## config.mk

```make
export PLATFORM = sky130hd
export DESIGN_NAME = gio_io_logic
export DESIGN_NICKNAME = d
export VERILOG_FILES = /design/src/hw/gio_pkg.sv /design/src/hw/gio_out_if.sv /design/src/hw/gio_out_path.sv /design/src/hw/gio_io_logic.sv
export SDC_FILE = /design/constraint.sdc
export NUM_CORES = 1
export LEC_CHECK = 0
export BUFFER_PORTS_ARGS = -buffer_cell sky130_fd_sc_hd__buf_4
export CORE_MARGIN = 2
export CORE_UTILIZATION = 45
export DETAILED_ROUTE_END_ITERATION = 8
export HOLD_SLACK_MARGIN = 0.03
export PLACE_DENSITY_LB_ADDON = 0.12
export SLEW_MARGIN = 5
export SYNTH_ARGS = -nofsm -noshare
export SYNTH_HDL_FRONTEND = slang
export SYNTH_HIERARCHICAL = 1
export SYNTH_SLANG_ARGS = --single-unit
```

## constraint.sdc

```tcl
create_clock -name clk -period 2.4 [get_ports clk]
set_clock_uncertainty 0.05 [all_clocks]
set_input_delay 0.24 -clock clk [delete_from_list [all_inputs] [get_ports clk]]
set_output_delay 0.24 -clock clk [all_outputs]
set_load 0.02 [all_outputs]
```

## src/hw/gio_pkg.sv

```systemverilog
// Shared constants and types for the general-purpose I/O logic
package gio_pkg;

    // ------------------------------------------------------------------
    // Modes
    // ------------------------------------------------------------------
    typedef enum logic [2:0] {
        GIO_UNUSED = 3'h0,
        GIO_INPUT  = 3'h1,
        GIO_OUTPUT = 3'h2,
        GIO_BIDIR  = 3'h3,
        GIO_CLKOUT = 3'h4
    } gio_mode_t;

    typedef enum logic [1:0] {
        GIO_DDR_OFF    = 2'h0,
        GIO_DDR_NORMAL = 2'h1,
        GIO_DDR_RESYNC = 2'h2,
        GIO_DDR_PIPE   = 2'h3
    } gio_ddr_t;

    // ------------------------------------------------------------------
    // Widths, counts and reset values
    // ------------------------------------------------------------------
    localparam int         GIO_SER_W     = 4;
    localparam logic [1:0] GIO_SER_LAST  = 2'h3;
    localparam logic [1:0] GIO_CNT_RST   = 2'h0;
    localparam logic [3:0] GIO_WORD_RST  = 4'h0;
    localparam logic       GIO_BIT_RST   = 1'b0;
    localparam logic [2:0] GIO_SYNC_RST  = 3'h0;

endpackage : gio_pkg

```

## src/hw/gio_out_if.sv

```systemverilog
// Carrier between the pin logic and its output stage
`timescale 1ns/10ps
interface gio_out_if;
    import gio_pkg::*;
    gio_mode_t                mode;
    gio_ddr_t                 ddr;
    logic                     reg_en;
    logic                     neg_edge;
    logic                     invert;
    logic                     rise_d;
    logic                     fall_d;
    logic                     oe_d;
    logic                     ser_en;
    logic [GIO_SER_W-1:0]     ser_word;
    logic                     ser_ready;
    logic                     oe_eff;
    logic                     pad_o;
    logic                     pad_oe;

    modport pin  (output mode, ddr, reg_en, neg_edge, invert, rise_d,
                  fall_d, oe_d, ser_en, ser_word,
                  input  ser_ready, oe_eff, pad_o, pad_oe);
    modport path (input  mode, ddr, reg_en, neg_edge, invert, rise_d,
                  fall_d, oe_d, ser_en, ser_word,
                  output ser_ready, oe_eff, pad_o, pad_oe);
endinterface : gio_out_if

```

## src/hw/gio_out_path.sv

```systemverilog
// Output and output-enable stage: registers, double-data mux, serializer
`timescale 1ns/10ps
module gio_out_path
    import gio_pkg::*;
(
    // Clock and reset
    input wire logic clk,
    input wire logic rst,
    // Link to the pin logic
    gio_out_if.path  o
);

    // ------------------------------------------------------------------
    // Source selection
    // ------------------------------------------------------------------
    logic                 pos_r;
    logic                 neg_r;
    logic                 oe_pos_r;
    logic                 oe_neg_r;
    logic                 rise_pipe_r;
    logic                 fall_hold_r;
    logic [1:0]           ser_cnt_r;
    logic [GIO_SER_W-1:0] ser_sh_r;
    wire                  is_ddr   = (o.ddr != GIO_DDR_OFF);
    wire                  rise_src = (o.ddr == GIO_DDR_PIPE) ? rise_pipe_r
                                                             : o.rise_d;
    // Retimed modes take the falling bit from a rising-edge stage first
    wire                  fall_src = (o.ddr == GIO_DDR_NORMAL) ? o.fall_d
                                                               : fall_hold_r;
    wire                  neg_src  = is_ddr ? fall_src : o.rise_d;
    wire                  launch   = o.neg_edge ? neg_r : pos_r;
    wire                  ddr_mux  = clk ? pos_r : neg_r;
    wire                  single_v = o.reg_en ? launch : o.rise_d;
    wire                  data_v   = o.ser_en ? ser_sh_r[0]
                                   : is_ddr   ? ddr_mux : single_v;
    wire                  oe_reg_v = o.neg_edge ? oe_neg_r : oe_pos_r;

    // ------------------------------------------------------------------
    // Rising-edge registers
    // ------------------------------------------------------------------
    always_ff @(posedge clk or posedge rst) begin
        if (rst) begin
            pos_r       <= GIO_BIT_RST;
            oe_pos_r    <= GIO_BIT_RST;
            rise_pipe_r <= GIO_BIT_RST;
            fall_hold_r <= GIO_BIT_RST;
        end else begin
            pos_r       <= rise_src;
            oe_pos_r    <= o.oe_d;
            rise_pipe_r <= o.rise_d;
            fall_hold_r <= o.fall_d;
        end
    end

    // ------------------------------------------------------------------
    // Falling-edge registers
    // ------------------------------------------------------------------
    always_ff @(negedge clk or posedge rst) begin
        if (rst) begin
            neg_r    <= GIO_BIT_RST;
            oe_neg_r <= GIO_BIT_RST;
        end else begin
            neg_r    <= neg_src;
            oe_neg_r <= o.oe_d;
        end
    end

    // ------------------------------------------------------------------
    // Serializer, bit 0 leaves first
    // ------------------------------------------------------------------
    always_ff @(posedge clk or posedge rst) begin
        if (rst) begin
            ser_cnt_r <= GIO_CNT_RST;
            ser_sh_r  <= GIO_WORD_RST;
        end else if (ser_cnt_r == GIO_SER_LAST) begin
            ser_cnt_r <= GIO_CNT_RST;
            ser_sh_r  <= o.ser_word;
        end else begin
            ser_cnt_r <= ser_cnt_r + 2'h1;
            ser_sh_r  <= {1'b0, ser_sh_r[GIO_SER_W-1:1]};
        end
    end

    // ------------------------------------------------------------------
    // Pad drive
    // ------------------------------------------------------------------
    assign o.ser_ready = (ser_cnt_r == GIO_SER_LAST) & o.ser_en;
    assign o.oe_eff    = o.reg_en ? oe_reg_v : o.oe_d;
    // Clock out mode forwards the core clock itself, never a register
    assign o.pad_o     = (o.mode == GIO_CLKOUT) ? clk
                       : (data_v ^ o.invert);
    assign o.pad_oe    = (o.mode == GIO_CLKOUT) | (o.mode == GIO_OUTPUT)
                       | ((o.mode == GIO_BIDIR) & o.oe_eff);

endmodule : gio_out_path

```

## src/hw/gio_io_logic.sv

```systemverilog
// General-purpose pin logic between core fabric and one pad
// Operation
// - Input, output and output-enable registers exist.
// - Input path combinational or registered, edge selectable.
// - Alternate input path has no capture flop.
// - Alternate input feeds another block directly.
// - Double-data input samples on both edges.
// - Output path combinational or registered, edge selectable.
// - Output value can be inverted.
// - Double-data output muxes two edge registers.
// - Bidirectional: input clock in, output clock out, OE.
// - Bidirectional edges and registering chosen independently; OE shares out_reg_en and out_neg_edge.
// - Clock output mode drives core clock to pad.
// - Weak pull-up on every pin during configuration.
// - Unused pins tristate, pull-up or optional pull-down.
// - Double-data core interface is two bits wide.
// - Normal double-data exchanges bits on both edges.
// - Resync and pipeline pass both bits on rising edge.
// - Resync delays falling bit by half a cycle.
// - Four-bit serdes only on high-speed pins.
// - First input bit rising, second falling sample.
// - First deserialized bit on lowest line.
`timescale 1ns/10ps
module gio_io_logic
    import gio_pkg::*;
#(
    parameter bit HIGH_SPEED = 1'b1
) (
    // Clock and reset
    input  wire logic                 clk,
    input  wire logic                 rst,
    // Configuration
    input  wire logic                 configuring,
    input  wire gio_mode_t            mode,
    input  wire gio_ddr_t             ddr_mode,
    input  wire logic                 in_reg_en,
    input  wire logic                 in_neg_edge,
    input  wire logic                 out_reg_en,
    input  wire logic                 out_neg_edge,
    input  wire logic                 out_invert,
    input  wire logic                 pulldown_sel,
    input  wire logic                 alt_sel,
    input  wire logic                 serdes_en,
    // Core side, toward the pad
    input  wire logic                 rise_launch_out,
    input  wire logic                 fall_launch_out,
    input  wire logic                 oe_in,
    input  wire logic [GIO_SER_W-1:0] ser_word_out,
    output wire logic                 ser_ready,
    // Core side, from the pad
    output wire logic                 rise_sample_in,
    output wire logic                 fall_sample_in,
    output wire logic [GIO_SER_W-1:0] deser_data,
    output wire logic                 deser_valid,
    // Alternate function
    output wire logic                 alt_out,
    // Pad
    input  wire logic                 pad_i,
    output wire logic                 pad_o,
    output wire logic                 pad_oe,
    output wire logic                 pull_up_en,
    output wire logic                 pull_down_en
);

    // ------------------------------------------------------------------
    // Decode
    // ------------------------------------------------------------------
    wire in_active  = (mode == GIO_INPUT) | (mode == GIO_BIDIR);
    wire out_active = (mode == GIO_OUTPUT) | (mode == GIO_BIDIR)
                    | (mode == GIO_CLKOUT);
    wire is_ddr     = (ddr_mode != GIO_DDR_OFF);
    wire ser_on     = serdes_en & HIGH_SPEED;
    // Alternate use leaves the rise and fall samples to the core idle
    wire core_in_on = in_active & ~alt_sel;

    // ------------------------------------------------------------------
    // Pad synchronizer
    // ------------------------------------------------------------------
    logic [2:0] sync_r;
    logic       pad_q_r;

    always_ff @(posedge clk or posedge rst) begin
        if (rst) begin
            sync_r <= GIO_SYNC_RST;
        end else begin
            sync_r <= {sync_r[1:0], pad_i};
        end
    end

    // Accept a change only once stages two and three agree
    wire sync_agree = (sync_r[1] == sync_r[2]);

    always_ff @(posedge clk or posedge rst) begin
        if (rst) begin
            pad_q_r <= GIO_BIT_RST;
        end else if (sync_agree) begin
            pad_q_r <= sync_r[2];
        end
    end

    // ------------------------------------------------------------------
    // Input capture registers
    // ------------------------------------------------------------------
    logic pos_cap_r;
    logic neg_cap_r;
    logic fall_rs_r;
    logic rise_pp_r;
    logic fall_pp_r;

    always_ff @(posedge clk or posedge rst) begin
        if (rst) begin
            pos_cap_r <= GIO_BIT_RST;
        end else begin
            pos_cap_r <= pad_q_r;
        end
    end

    always_ff @(negedge clk or posedge rst) begin
        if (rst) begin
            neg_cap_r <= GIO_BIT_RST;
        end else begin
            neg_cap_r <= pad_q_r;
        end
    end

    // Half-cycle hold moves the falling sample onto the rising edge
    always_ff @(posedge clk or posedge rst) begin
        if (rst) begin
            fall_rs_r <= GIO_BIT_RST;
            rise_pp_r <= GIO_BIT_RST;
            fall_pp_r <= GIO_BIT_RST;
        end else begin
            fall_rs_r <= neg_cap_r;
            rise_pp_r <= pos_cap_r;
            fall_pp_r <= fall_rs_r;
        end
    end

    // ------------------------------------------------------------------
    // Input selection toward the core
    // ------------------------------------------------------------------
    wire single_cap = in_neg_edge ? neg_cap_r : pos_cap_r;
    wire single_in  = in_reg_en ? single_cap : pad_q_r;
    wire rise_ddr   = (ddr_mode == GIO_DDR_PIPE) ? rise_pp_r
                                                 : pos_cap_r;
    wire fall_ddr   = (ddr_mode == GIO_DDR_NORMAL) ? neg_cap_r
                    : (ddr_mode == GIO_DDR_RESYNC) ? fall_rs_r
                    : fall_pp_r;

    assign rise_sample_in = core_in_on & (is_ddr ? rise_ddr : single_in);
    assign fall_sample_in = core_in_on & is_ddr & fall_ddr;

    // The raw pin goes straight out; no flop may add latency here
    assign alt_out = alt_sel & pad_i;

    // ------------------------------------------------------------------
    // Deserializer, first bit lands on line 0
    // ------------------------------------------------------------------
    logic [1:0]           des_cnt_r;
    logic [GIO_SER_W-1:0] des_sh_r;
    logic [GIO_SER_W-1:0] des_word_r;
    logic                 des_vld_r;
    wire  [GIO_SER_W-1:0] des_next = {pad_q_r, des_sh_r[GIO_SER_W-1:1]};
    wire                  des_last = (des_cnt_r == GIO_SER_LAST);

    always_ff @(posedge clk or posedge rst) begin
        if (rst) begin
            des_cnt_r  <= GIO_CNT_RST;
            des_sh_r   <= GIO_WORD_RST;
            des_word_r <= GIO_WORD_RST;
            des_vld_r  <= GIO_BIT_RST;
        end else begin
            des_cnt_r <= ser_on ? des_cnt_r + 2'h1 : GIO_CNT_RST;
            des_sh_r  <= des_next;
            des_vld_r <= ser_on & des_last;
            if (ser_on & des_last) begin
                des_word_r <= des_next;
            end
        end
    end

    assign deser_data  = des_word_r;
    assign deser_valid = des_vld_r;

    // ------------------------------------------------------------------
    // Output stage
    // ------------------------------------------------------------------
    gio_out_if ob ();

    assign ob.mode     = mode;
    assign ob.ddr      = ddr_mode;
    assign ob.reg_en   = out_reg_en;
    assign ob.neg_edge = out_neg_edge;
    assign ob.invert   = out_invert;
    assign ob.rise_d   = rise_launch_out;
    assign ob.fall_d   = fall_launch_out;
    assign ob.oe_d     = oe_in;
    assign ob.ser_en   = ser_on;
    assign ob.ser_word = ser_word_out;

    gio_out_path u_out (
        .clk (clk),
        .rst (rst),
        .o   (ob.path)
    );

    // ------------------------------------------------------------------
    // Pad control and pulls
    // ------------------------------------------------------------------
    wire idle_pin = ~(in_active | out_active);

    // Configuration overrides the output enable and the pulls, so the pin never drives early
    assign pad_o        = ob.pad_o;
    assign pad_oe       = ~configuring & ob.pad_oe;
    assign pull_up_en   = configuring
                        | (idle_pin & ~pulldown_sel);
    assign pull_down_en = ~configuring & idle_pin & pulldown_sel;
    assign ser_ready    = ob.ser_ready;
endmodule : gio_io_logic

```

==> results of run 1 <==
## layer usage
| metal | GRT usage | overflow |
|---|---|---|
| met1 | 0.1916 | 0 |
| met2 | 0.3552 | 0 |
| met3 | 0.1263 | 0 |
| met4 | 533.0 | 131100 |
| met5 | 0 | 0 |
## per-stage QoR
step                      instance area [um2]  setup WS, ns
after detailed placement                 1550       -0.3196
after global placement                   1550       -0.2653
after floorplan                          1220       -0.2063
after CTS                                1826        -1.012
## Yosys cell counts
cell	instances
a2111o_1	1
a211oi_2	1
a21oi_1	2
a31oi_1	1
and2_1	5
dfrtn_1	3
dfrtp_1	26
ha_1	2
inv_1	4
maj3_1	1
mux2_2	9
mux2i_1	5
nand2_1	6
nand2b_1	1
nand3_1	1
nand3b_1	1
nor2_1	6
nor2b_1	3
nor3_1	1
nor3b_1	2
nor4_1	1
o21ai_0	2
o21bai_1	1
o31a_1	1
o31ai_2	1
or3_1	1
or3b_2	1
xnor2_1	1
xor2_1	1
## timing repair
| action | in CTS |
|---|---|
| endpoints found under the setup margin | 5 |
| endpoints found under the hold margin | 35 |
| hold buffers | 9 |
| gates resized for setup | 8 |
| pin swaps | 6 |
| buffers inserted | 2 |
## kinds of logic after synthesis
| family | after synthesis | synth area share |
|---|---|---|
| compound gates | 10 | 0.06688 |
| mux | 14 | 0.1285 |
| simple gates | 29 | 0.1316 |
| flops | 29 | 0.6157 |
| buf+inv | 4 | 0.01274 |
| fa+ha+maj | 3 | 0.02972 |
| xor+xnor | 2 | 0.01486 |
==> flow_metrics.tcl, run 1 <==
set metrics [dict create \
    status "stopped before the end" \
    haltStage "global routing" \
    firstError "[ERROR GRT-0232] Routing congestion too high. Check the congestion heatmap in the GUI." \
    pin_count 37 \
    synth.avg_cell_area_um2 12.95 \
    synth_area_leaders "dfrtp_1, mux2_2, dfrtn_1, mux2i_1, and2_1" \
    port_buffers 36 \
    die_x_um 55.18 \
    grt-ovfl-total 131100 \
    post-dp-hpwl_um 1810 \
    groute.usage.overall 75.38 \
    post-place-cells 160 \
    ys_types 29 \
    row_count 18 \
    start_util 0.4758 \
    synthesis.area_mm2 0.001179 \
    gp_congestion 0.7090 \
    synth_top_area_share 0.5520 \
    ys_seq_area_frac 0.6157 \
    yosysTopAreaCell "dfrtp_1" \
    ys_warn_count 6 \
    ys_ff_latch 29 \
    grt_max_degree 17 \
    synth_nets 117 \
    dieHeight_um 55.18 \
    synthCells 91 \
]
==> run 2, diff against run 1 <==
CORE_UTILIZATION = 30   (was 45)
HOLD_SLACK_MARGIN = unset   (was 0.03)
PLACE_DENSITY_LB_ADDON = 0.15   (was 0.12)
==> flow_metrics.tcl, run 2 <==
set metrics [dict create \
    status "finished with violations" \
    violations "setup timing" \
    r2r_start "u_out/fall_hold_r" \
    post-dp-hpwl_um 1747 \
    synth_nets 117 \
    ys_warn_count 6 \
    groute.usage.overall 0.1421 \
    power.internal_mw 1.357 \
    antennaDiodeCount 0 \
    row_count 22 \
    crit_path_start_kind "register" \
    synth_ff_type "dfrtp_1" \
    timing.rr.end "u_out/neg_r" \
    slew_headroom 0.6374 \
    drive_above_1_share 0.4839 \
    yosysMostFrequentCell "dfrtp_1" \
    gp_congestion 0.6966 \
    finalHoldViolCount 0 \
    clk_pin_slew_ns 0.06 \
    cap_violations 0 \
    synthSimpleGateAreaFrac 0.1316 \
    wl_um 2504 \
    antenna_found_initial 0 \
    required_ns 2.11 \
    synth_top_family_by_area "simple AND/OR/NAND/NOR gates" \
    synth_top_area_share 0.5520 \
    grt-ovfl-total 0 \
    ys_ff_latch 29 \
    via_per_inst 4.389 \
    cp_data_arrival_time_ns 3.01 \
    ir_worst_vdd_uv 584.1 \
    holdWs_ns 0.02328 \
    die_x_um 66.68 \
    rsz0062_at_grt "true" \
    tritoncts "built" \
    async_reset_ff_frac 1.000 \
    synth_adder_area_share 0.02972 \
    synthesis.area_mm2 0.001179 \
    port_buffers 36 \
    ys_seq_area_frac 0.6157 \
    ys_types 29 \
    final_common_cell "buf_4" \
    synth_common_cells "dfrtp_1, mux2_2, nand2_1, nor2_1" \
    synth.avg_cell_area_um2 12.95 \
    dr.pass1.iters 4 \
    holdPathEnd "u_out/ser_sh_r[3]" \
    start_util 0.3172 \
    leakagePower_nw 0.9172 \
    pin_count 37 \
    setup_tns_ns -2.505 \
    worstHoldPathCells 2 \
    cp_max_fo 2 \
    synth_area_leaders "dfrtp_1, mux2_2, dfrtn_1, mux2i_1, and2_1" \
    hold_class "input pin to register" \
    clkPwrFrac 0.546 \
    endpoint_kind "output port" \
    grt_pass1_vias 1026 \
    synth_edf_count 0 \
    setup_viol 5 \
    p_seq_frac 0.323 \
    dp_slack_ns -0.2832 \
    setup_slack_ns -0.9038 \
    final-max-slew-violation-count 0 \
    synth_xor_area_frac 0.01486 \
    layout_common_cells "buf_4, dfrtp_1, clkbuf_8" \
    power_density_mw_per_mm2 917.7 \
    nFillCells 344 \
    synth_compound_area_frac 0.06688 \
    fin_nets 178 \
    grt_max_degree 17 \
    drtIter0Drc 37 \
    vias 891 \
    dieArea_mm2 0.004446 \
    drc 0 \
    yosysTopAreaCell "dfrtp_1" \
    antenna_left 0 \
    synthMuxAreaShare 0.1285 \
    path_class "register to output port" \
    core_mm2 0.003716 \
    total_power_mw 1.764 \
    synthCells 91 \
    swShare 0.2305 \
    hold_start "ser_word_out[3]" \
    p_comb_frac 0.131 \
    r2r_cells 2 \
    tightest_slew_ns 0.5427 \
    rrSetupSlack_ns 0.53 \
    grt_pass1_wl_um 4119 \
    insertion_delay_ns 0.41 \
    wl_per_cell_um 12.33 \
    dieHeight_um 66.68 \
    netSwitchingPower_mw 0.4066 \
    synthToLayoutAreaGrowth_pct 63.06 \
]
run 2: cell counts after synthesis:
Identical to the previous run, type by type.
run 2: per-layer routing:
layer,part of all wire,GRT usage
met5,0,0
met4,0.034,0.1913
met3,0.075,0.09628
met2,0.47,0.1700
met1,0.42,0.1376
run 2: logic make-up (layout without fill, tap and decap cells):
logic type,Yosys count,after routing
DFF,29,29
muxes,14,14
buffers and inverters,4,68
adders and majority gates,3,3
and+or+nand+nor,29,29
xor gates and xnor gates,2,2
AOI/OAI and AO/OA,10,10
run 2: worst max-delay path by stage:
| stage | from | end | slack [ns] | depth (start not counted) |
|---|---|---|---|---|
| 2_1_floorplan | u_out/neg_r | pad_o | -0.21 | 4 |
| 6_report | u_out/neg_r | pad_o | -0.90 | 6 |
| 3_3_place_gp | neg_cap_r | rise_sample_in | -0.26 | 4 |
| 5_1_grt | u_out/neg_r | pad_o | -0.99 | 6 |
| 4_1_cts | u_out/neg_r | pad_o | -1.04 | 6 |
| 3_5_place_dp | neg_cap_r | rise_sample_in | -0.28 | 4 |
run 2: power by group through the flow:
stage	Combinational [mW]	Sequential (mW)	Clock [mW]
2_1_floorplan	0.0777	0.607	0.0394
3_3_place_gp	0.217	0.576	0.0459
3_5_place_dp	0.220	0.579	0.0459
4_1_cts	0.233	0.571	0.995
5_1_grt	0.252	0.575	1.03
6_report	0.231	0.569	0.964
run 2: timing repair:
action                                 4_1_cts  5_1_grt
endpoints found under the hold margin       24        0
hold buffers                                 5        0
setup buffers                                1        0
pin swaps                                    6        3
setup endpoints to repair                    5        5
resized for setup                            8        1
gates cloned                                 0        0
run 2: final cells by class:
cell class / count / area, um2 / area share
Multi-Input combinational cell: 58 / 490.5 / 0.2552
Timing Repair Buffer: 44 / 357.8 / 0.1862
Clock inverter: 2 / 47.55 / 0.02474
Inverter: 4 / 15.01 / 0.007813
Tap cell: 48 / 60.06 / 0.03125
Sequential cell: 29 / 725.7 / 0.3776
Clock buffer: 18 / 225.2 / 0.1172
run 2: worst max-delay path, cell delays in order, from the launching register on:
cell and delay, ns:
dfrtn_1 0.33, mux2i_1 0.19, nor3_2 0.10, clkbuf_8 0.14
o31a_1 0.30, o31ai_4 0.20, buf_6 0.15
run 2: metrics by stage:
step | area [um2] | instances | util
finish | 1922 | 203 | 0.5172
global route | 1922 | 203 | 0.5172
detailed placement | 1573 | 178 | 0.4232
CTS | 1918 | 203 | 0.5162
global placement | 1573 | 178 | 0.4232
floorplan | 1220 | 91 | -
(Power assumes the default switching activity.)
==> run 3, diff against run 2 <==
CELL_PAD_IN_SITES_DETAIL_PLACEMENT = 2   (was unset)
CELL_PAD_IN_SITES_GLOBAL_PLACEMENT = 2   (was unset)
==> flow_metrics.tcl, run 3 (synthesis gave the netlist of run 2 again) <==
set metrics [dict create \
    status "finished with violations" \
    violations "setup timing" \
    core_mm2 0.003716 \
    setup_tns_ns -2.631 \
    finalHoldViolCount 0 \
    final_common_cell "buf_4" \
    dpl_cell_area_mm2 0.001573 \
    endpoint_kind "output port" \
    wl_um 3587 \
    via_per_inst 4.738 \
    p_seq_frac 0.340 \
    setup_viol 5 \
    layout_common_cells "buf_4, dfrtp_1, clkbuf_8" \
    p_comb_frac 0.144 \
    die_x_um 66.68 \
    port_buffers 36 \
    dieArea_mm2 0.004446 \
    groute.usage.overall 0.2072 \
    wl_per_cell_um 17.76 \
    start_util 0.3172 \
    grt_pass1_vias 1233 \
    power_density_mw_per_mm2 887.9 \
    final-max-slew-violation-count 0 \
    multi_input_area_um2 506.7 \
    vias 957 \
    layoutNonFillerInstCount 202 \
    cpMaxStageDelayCell "dfrtn_1" \
    path_class "register to output port" \
    holdWs_ns 0.02234 \
    setup_slack_ns -0.8913 \
    rrSetupSlack_ns 0.53 \
    row_count 22 \
    finalInstanceArea_mm2 0.001894 \
    swShare 0.2564 \
    leakagePower_nw 0.8999 \
    tritoncts "built" \
    cap_violations 0 \
    insertion_delay_ns 0.40 \
    dieHeight_um 66.68 \
    grt_max_degree 17 \
    post-place-cells 178 \
    fin_nets 177 \
    hold_class "input pin to register" \
    required_ns 2.11 \
    drc 0 \
    cp_cell_sequence "mux2i_1 -> nor3_2 -> clkbuf_8 -> o31a_1 -> o31ai_4 -> buf_6" \
    worst_path_largest_cell_delay_ns 0.34 \
    post-dp-hpwl_um 2207 \
    tightest_slew_ns 0.6282 \
    netSwitchingPower_mw 0.4312 \
    antenna_left 0 \
    grt-ovfl-total 0 \
    antennaDiodeCount 0 \
    grt_pass1_wl_um 5851 \
    rsz0062_at_grt "true" \
    drive_above_1_share 0.4870 \
    synthToLayoutAreaGrowth_pct 60.72 \
    pin_count 37 \
    nFillCells 377 \
    seq_area_um2 725.7 \
    cp_data_arrival_time_ns 3.00 \
    drtIter0Drc 31 \
    crit_path_start_kind "register" \
    gp_congestion 0.6730 \
    clkPwrFrac 0.516 \
    antenna_found_initial 0 \
    clk_pin_slew_ns 0.06 \
    cp_max_fo 2 \
    power.internal_mw 1.251 \
    ir_worst_vdd_uv 363.3 \
    dr.pass1.iters 4 \
    slew_headroom 0.5803 \
]
-- run 3: cell types whose count changed in the layout (fill, tap and decap cells not counted), sizes merged --
cell / change
bufinv: -1
-- run 3: worst max-delay path: cells and delay by family, from the launching register on --
kind	cells	cell delay [ns]
multiplexers	1	0.18
AO/OA/AOI/OAI	2	0.50
AND/OR/NAND/NOR	1	0.08
buffers and inverters	2	0.29
flip-flops	1	0.34
-- run 3: worst paths after layout --
kind	from	end	cells after the start
setup / recovery	u_out/neg_r	pad_o	6
hold / removal	ser_word_out[3]	u_out/ser_sh_r[3]	2
setup reg to reg	u_out/fall_hold_r	u_out/neg_r	2
hold reg to reg	sync_r[0]	sync_r[1]	0
max in group asynchronous	rst	u_out/oe_neg_r	3
min in group asynchronous	rst	u_out/fall_hold_r	3
-- run 3: layout make-up --
| type | instances | area share |
|---|---|---|
| clock buffer | 19 | 0.1176 |
| clock inverter | 1 | 0.009247 |
| inverter | 4 | 0.007926 |
| multi-input combinational | 58 | 0.2675 |
| sequential | 29 | 0.3831 |
| tap | 48 | 0.03170 |
| timing repair buffer | 43 | 0.1830 |
-- run 3: routing by layer --
metal  global-route usage  share of wire
met5                    0              0
met4               0.2245          0.037
met3               0.1267          0.053
met2               0.3213           0.58
met1               0.1695           0.33
-- run 3: timing repair --
action                                  4_1_cts  5_1_grt
hold buffers                                  5        0
resized for setup                             8        4
endpoints found under the setup margin        5        5
buffers inserted                              1        1
cloned                                        0        0
pin swaps                                     6        4
endpoints found under the hold margin        24        0
-- run 3: power groups by stage --
stage,Clock (mW),Combinational (mW),Sequential (mW)
after floorplan,0.0394,0.0777,0.607
after global placement,0.0459,0.218,0.575
after detailed placement,0.0459,0.225,0.581
after CTS,0.907,0.243,0.573
after global routing,0.939,0.261,0.578
final,0.868,0.242,0.572
-- run 3: metrics by stage --
stage	util	worst slack, ns	total power [mW]
after floorplan	-	-0.2063	0.7237
after CTS	0.5091	-1.039	1.722
after detailed placement	0.4232	-0.3055	0.8518
final	0.5098	-0.8913	1.682
after global placement	0.4232	-0.2666	0.8395
after global routing	0.5098	-0.9826	1.778
==> run 4, diff against run 3 <==
CORE_AREA = 2 2 63 65   (was unset)
CORE_MARGIN = unset   (was 2)
CORE_UTILIZATION = unset   (was 30)
DIE_AREA = 0 0 65 67   (was unset)
SKIP_LAST_GASP = 1   (was unset)
==> flow_metrics.tcl, run 4 (synthesis gave the netlist of run 2 again) <==
set metrics [dict create \
    swShare 0.2550 \
    rsz0062_at_grt "true" \
    total_power_mw 1.694 \
    nFillCells 345 \
    dr.pass1.iters 4 \
    violations "setup timing" \
    power_density_mw_per_mm2 881.6 \
    endpoint_kind "output port" \
    finalHoldViolCount 0 \
    holdWs_ns 0.03527 \
    tritoncts "built" \
    cp_data_arrival_time_ns 3.06 \
    leakagePower_nw 0.9114 \
    tightest_slew_ns 0.6088 \
    synthToLayoutAreaGrowth_pct 63.06 \
    crit_path_start_kind "register" \
    p_seq_frac 0.339 \
    post-dp-hpwl_um 2254 \
    final_common_cell "buf_4" \
    grt_pass1_vias 1246 \
    cp_max_fo 2 \
    via_per_inst 4.859 \
    grt_pass1_wl_um 6044 \
    port_buffers 36 \
    layout_common_cells "buf_4, dfrtp_1, clkbuf_8" \
    antennaDiodeCount 0 \
    status "finished with violations" \
    insertion_delay_ns 0.41 \
    holdPathEnd "u_out/ser_sh_r[3]" \
    path_class "register to output port" \
    post-place-cells 178 \
    antenna_found_initial 0 \
    fin_nets 180 \
    gp_congestion 0.6680 \
    final-max-slew-violation-count 0 \
    netSwitchingPower_mw 0.4320 \
    cap_violations 0 \
    worstHoldPathCells 2 \
    drive_above_1_share 0.5032 \
    finish.utilization 0.5330 \
    groute.usage.overall 0.2113 \
    start_util 0.3269 \
    hold_start "ser_word_out[3]" \
    rrSetupSlack_ns 0.42 \
    die_x_um 65 \
    grt_max_degree 17 \
    slew_headroom 0.5933 \
    r2r_cells 2 \
    wl_per_cell_um 18.40 \
    layoutNonFillerInstCount 205 \
    drc 0 \
    r2r_start "neg_cap_r" \
    hold_class "input pin to register" \
    dieHeight_um 67 \
    p_comb_frac 0.147 \
    clk_pin_slew_ns 0.06 \
    pin_count 37 \
    antenna_left 0 \
    required_ns 2.11 \
    row_count 22 \
    wl_um 3771 \
    power.internal_mw 1.262 \
    setup_slack_ns -0.9460 \
    timing.rr.end "fall_rs_r" \
    clkPwrFrac 0.514 \
    drtIter0Drc 30 \
    grt-ovfl-total 0 \
    core_mm2 0.003606 \
    vias 996 \
    setup_viol 5 \
    ir_worst_vdd_uv 401.3 \
    dieArea_mm2 0.004355 \
]
run 4: worst max-delay path: stages, from the launching register on:
cell	delay [ns]
dfrtn_1	0.36
buf_4	0.14
mux2i_2	0.18
a211oi_2	0.12
o31a_1	0.29
o31ai_4	0.20
buf_6	0.16
run 4: layout make-up:
cell class	instances	area (um2)	area share
Inverter	4	15.01	0.007813
Tap cell	48	60.06	0.03125
Clock inverter	1	17.52	0.009115
Clock buffer	20	236.5	0.1230
Timing Repair Buffer	45	365.4	0.1901
Multi-Input combinational cell	58	501.7	0.2611
Sequential cell	29	725.7	0.3776
run 4: worst max-delay path by stage:
stage,startpoint,end,slack [ns]
2_1_floorplan,u_out/neg_r,pad_o,-0.21
3_3_place_gp,neg_cap_r,rise_sample_in,-0.27
3_5_place_dp,neg_cap_r,rise_sample_in,-0.34
4_1_cts,u_out/neg_r,pad_o,-1.01
5_1_grt,u_out/neg_r,pad_o,-1.01
6_report,u_out/neg_r,pad_o,-0.95
run 4: timing repair:
item | in CTS | in global routing
hold buffers | 5 | 0
setup endpoints to repair | 5 | 5
gates resized for setup | 11 | 1
hold endpoints to repair | 24 | 0
pin swaps | 8 | 5
setup buffers | 3 | 1
cloned | 0 | 0
run 4: power by group through the flow:
| stage | combinational, mW | sequential [mW] | clock (mW) |
|---|---|---|---|
| CTS | 0.249 | 0.575 | 0.897 |
| finish | 0.249 | 0.574 | 0.871 |
| global placement | 0.218 | 0.575 | 0.0459 |
| floorplan | 0.0777 | 0.607 | 0.0394 |
| global route | 0.268 | 0.582 | 0.941 |
| detailed placement | 0.227 | 0.582 | 0.0459 |
run 4: layer usage:
| metal | vias to the layer above | share of wire | GRT usage |
|---|---|---|---|
| met3 | 15 | 0.044 | 0.1064 |
| met2 | 40 | 0.60 | 0.3698 |
| li1 | 438 | - | - |
| met1 | 503 | 0.32 | 0.1672 |
| met4 | 0 | 0.032 | 0.1995 |
| met5 | - | 0 | 0 |
run 4: through the flow:
step | area, um2 | TNS [ns] | setup WS [ns]
final | 1922 | -2.803 | -0.9460
after global routing | 1922 | -3.038 | -1.013
after CTS | 1911 | -2.932 | -1.006
after detailed placement | 1573 | -0.9587 | -0.3369
after global placement | 1573 | -0.6973 | -0.2664
after floorplan | 1220 | -0.4042 | -0.2063
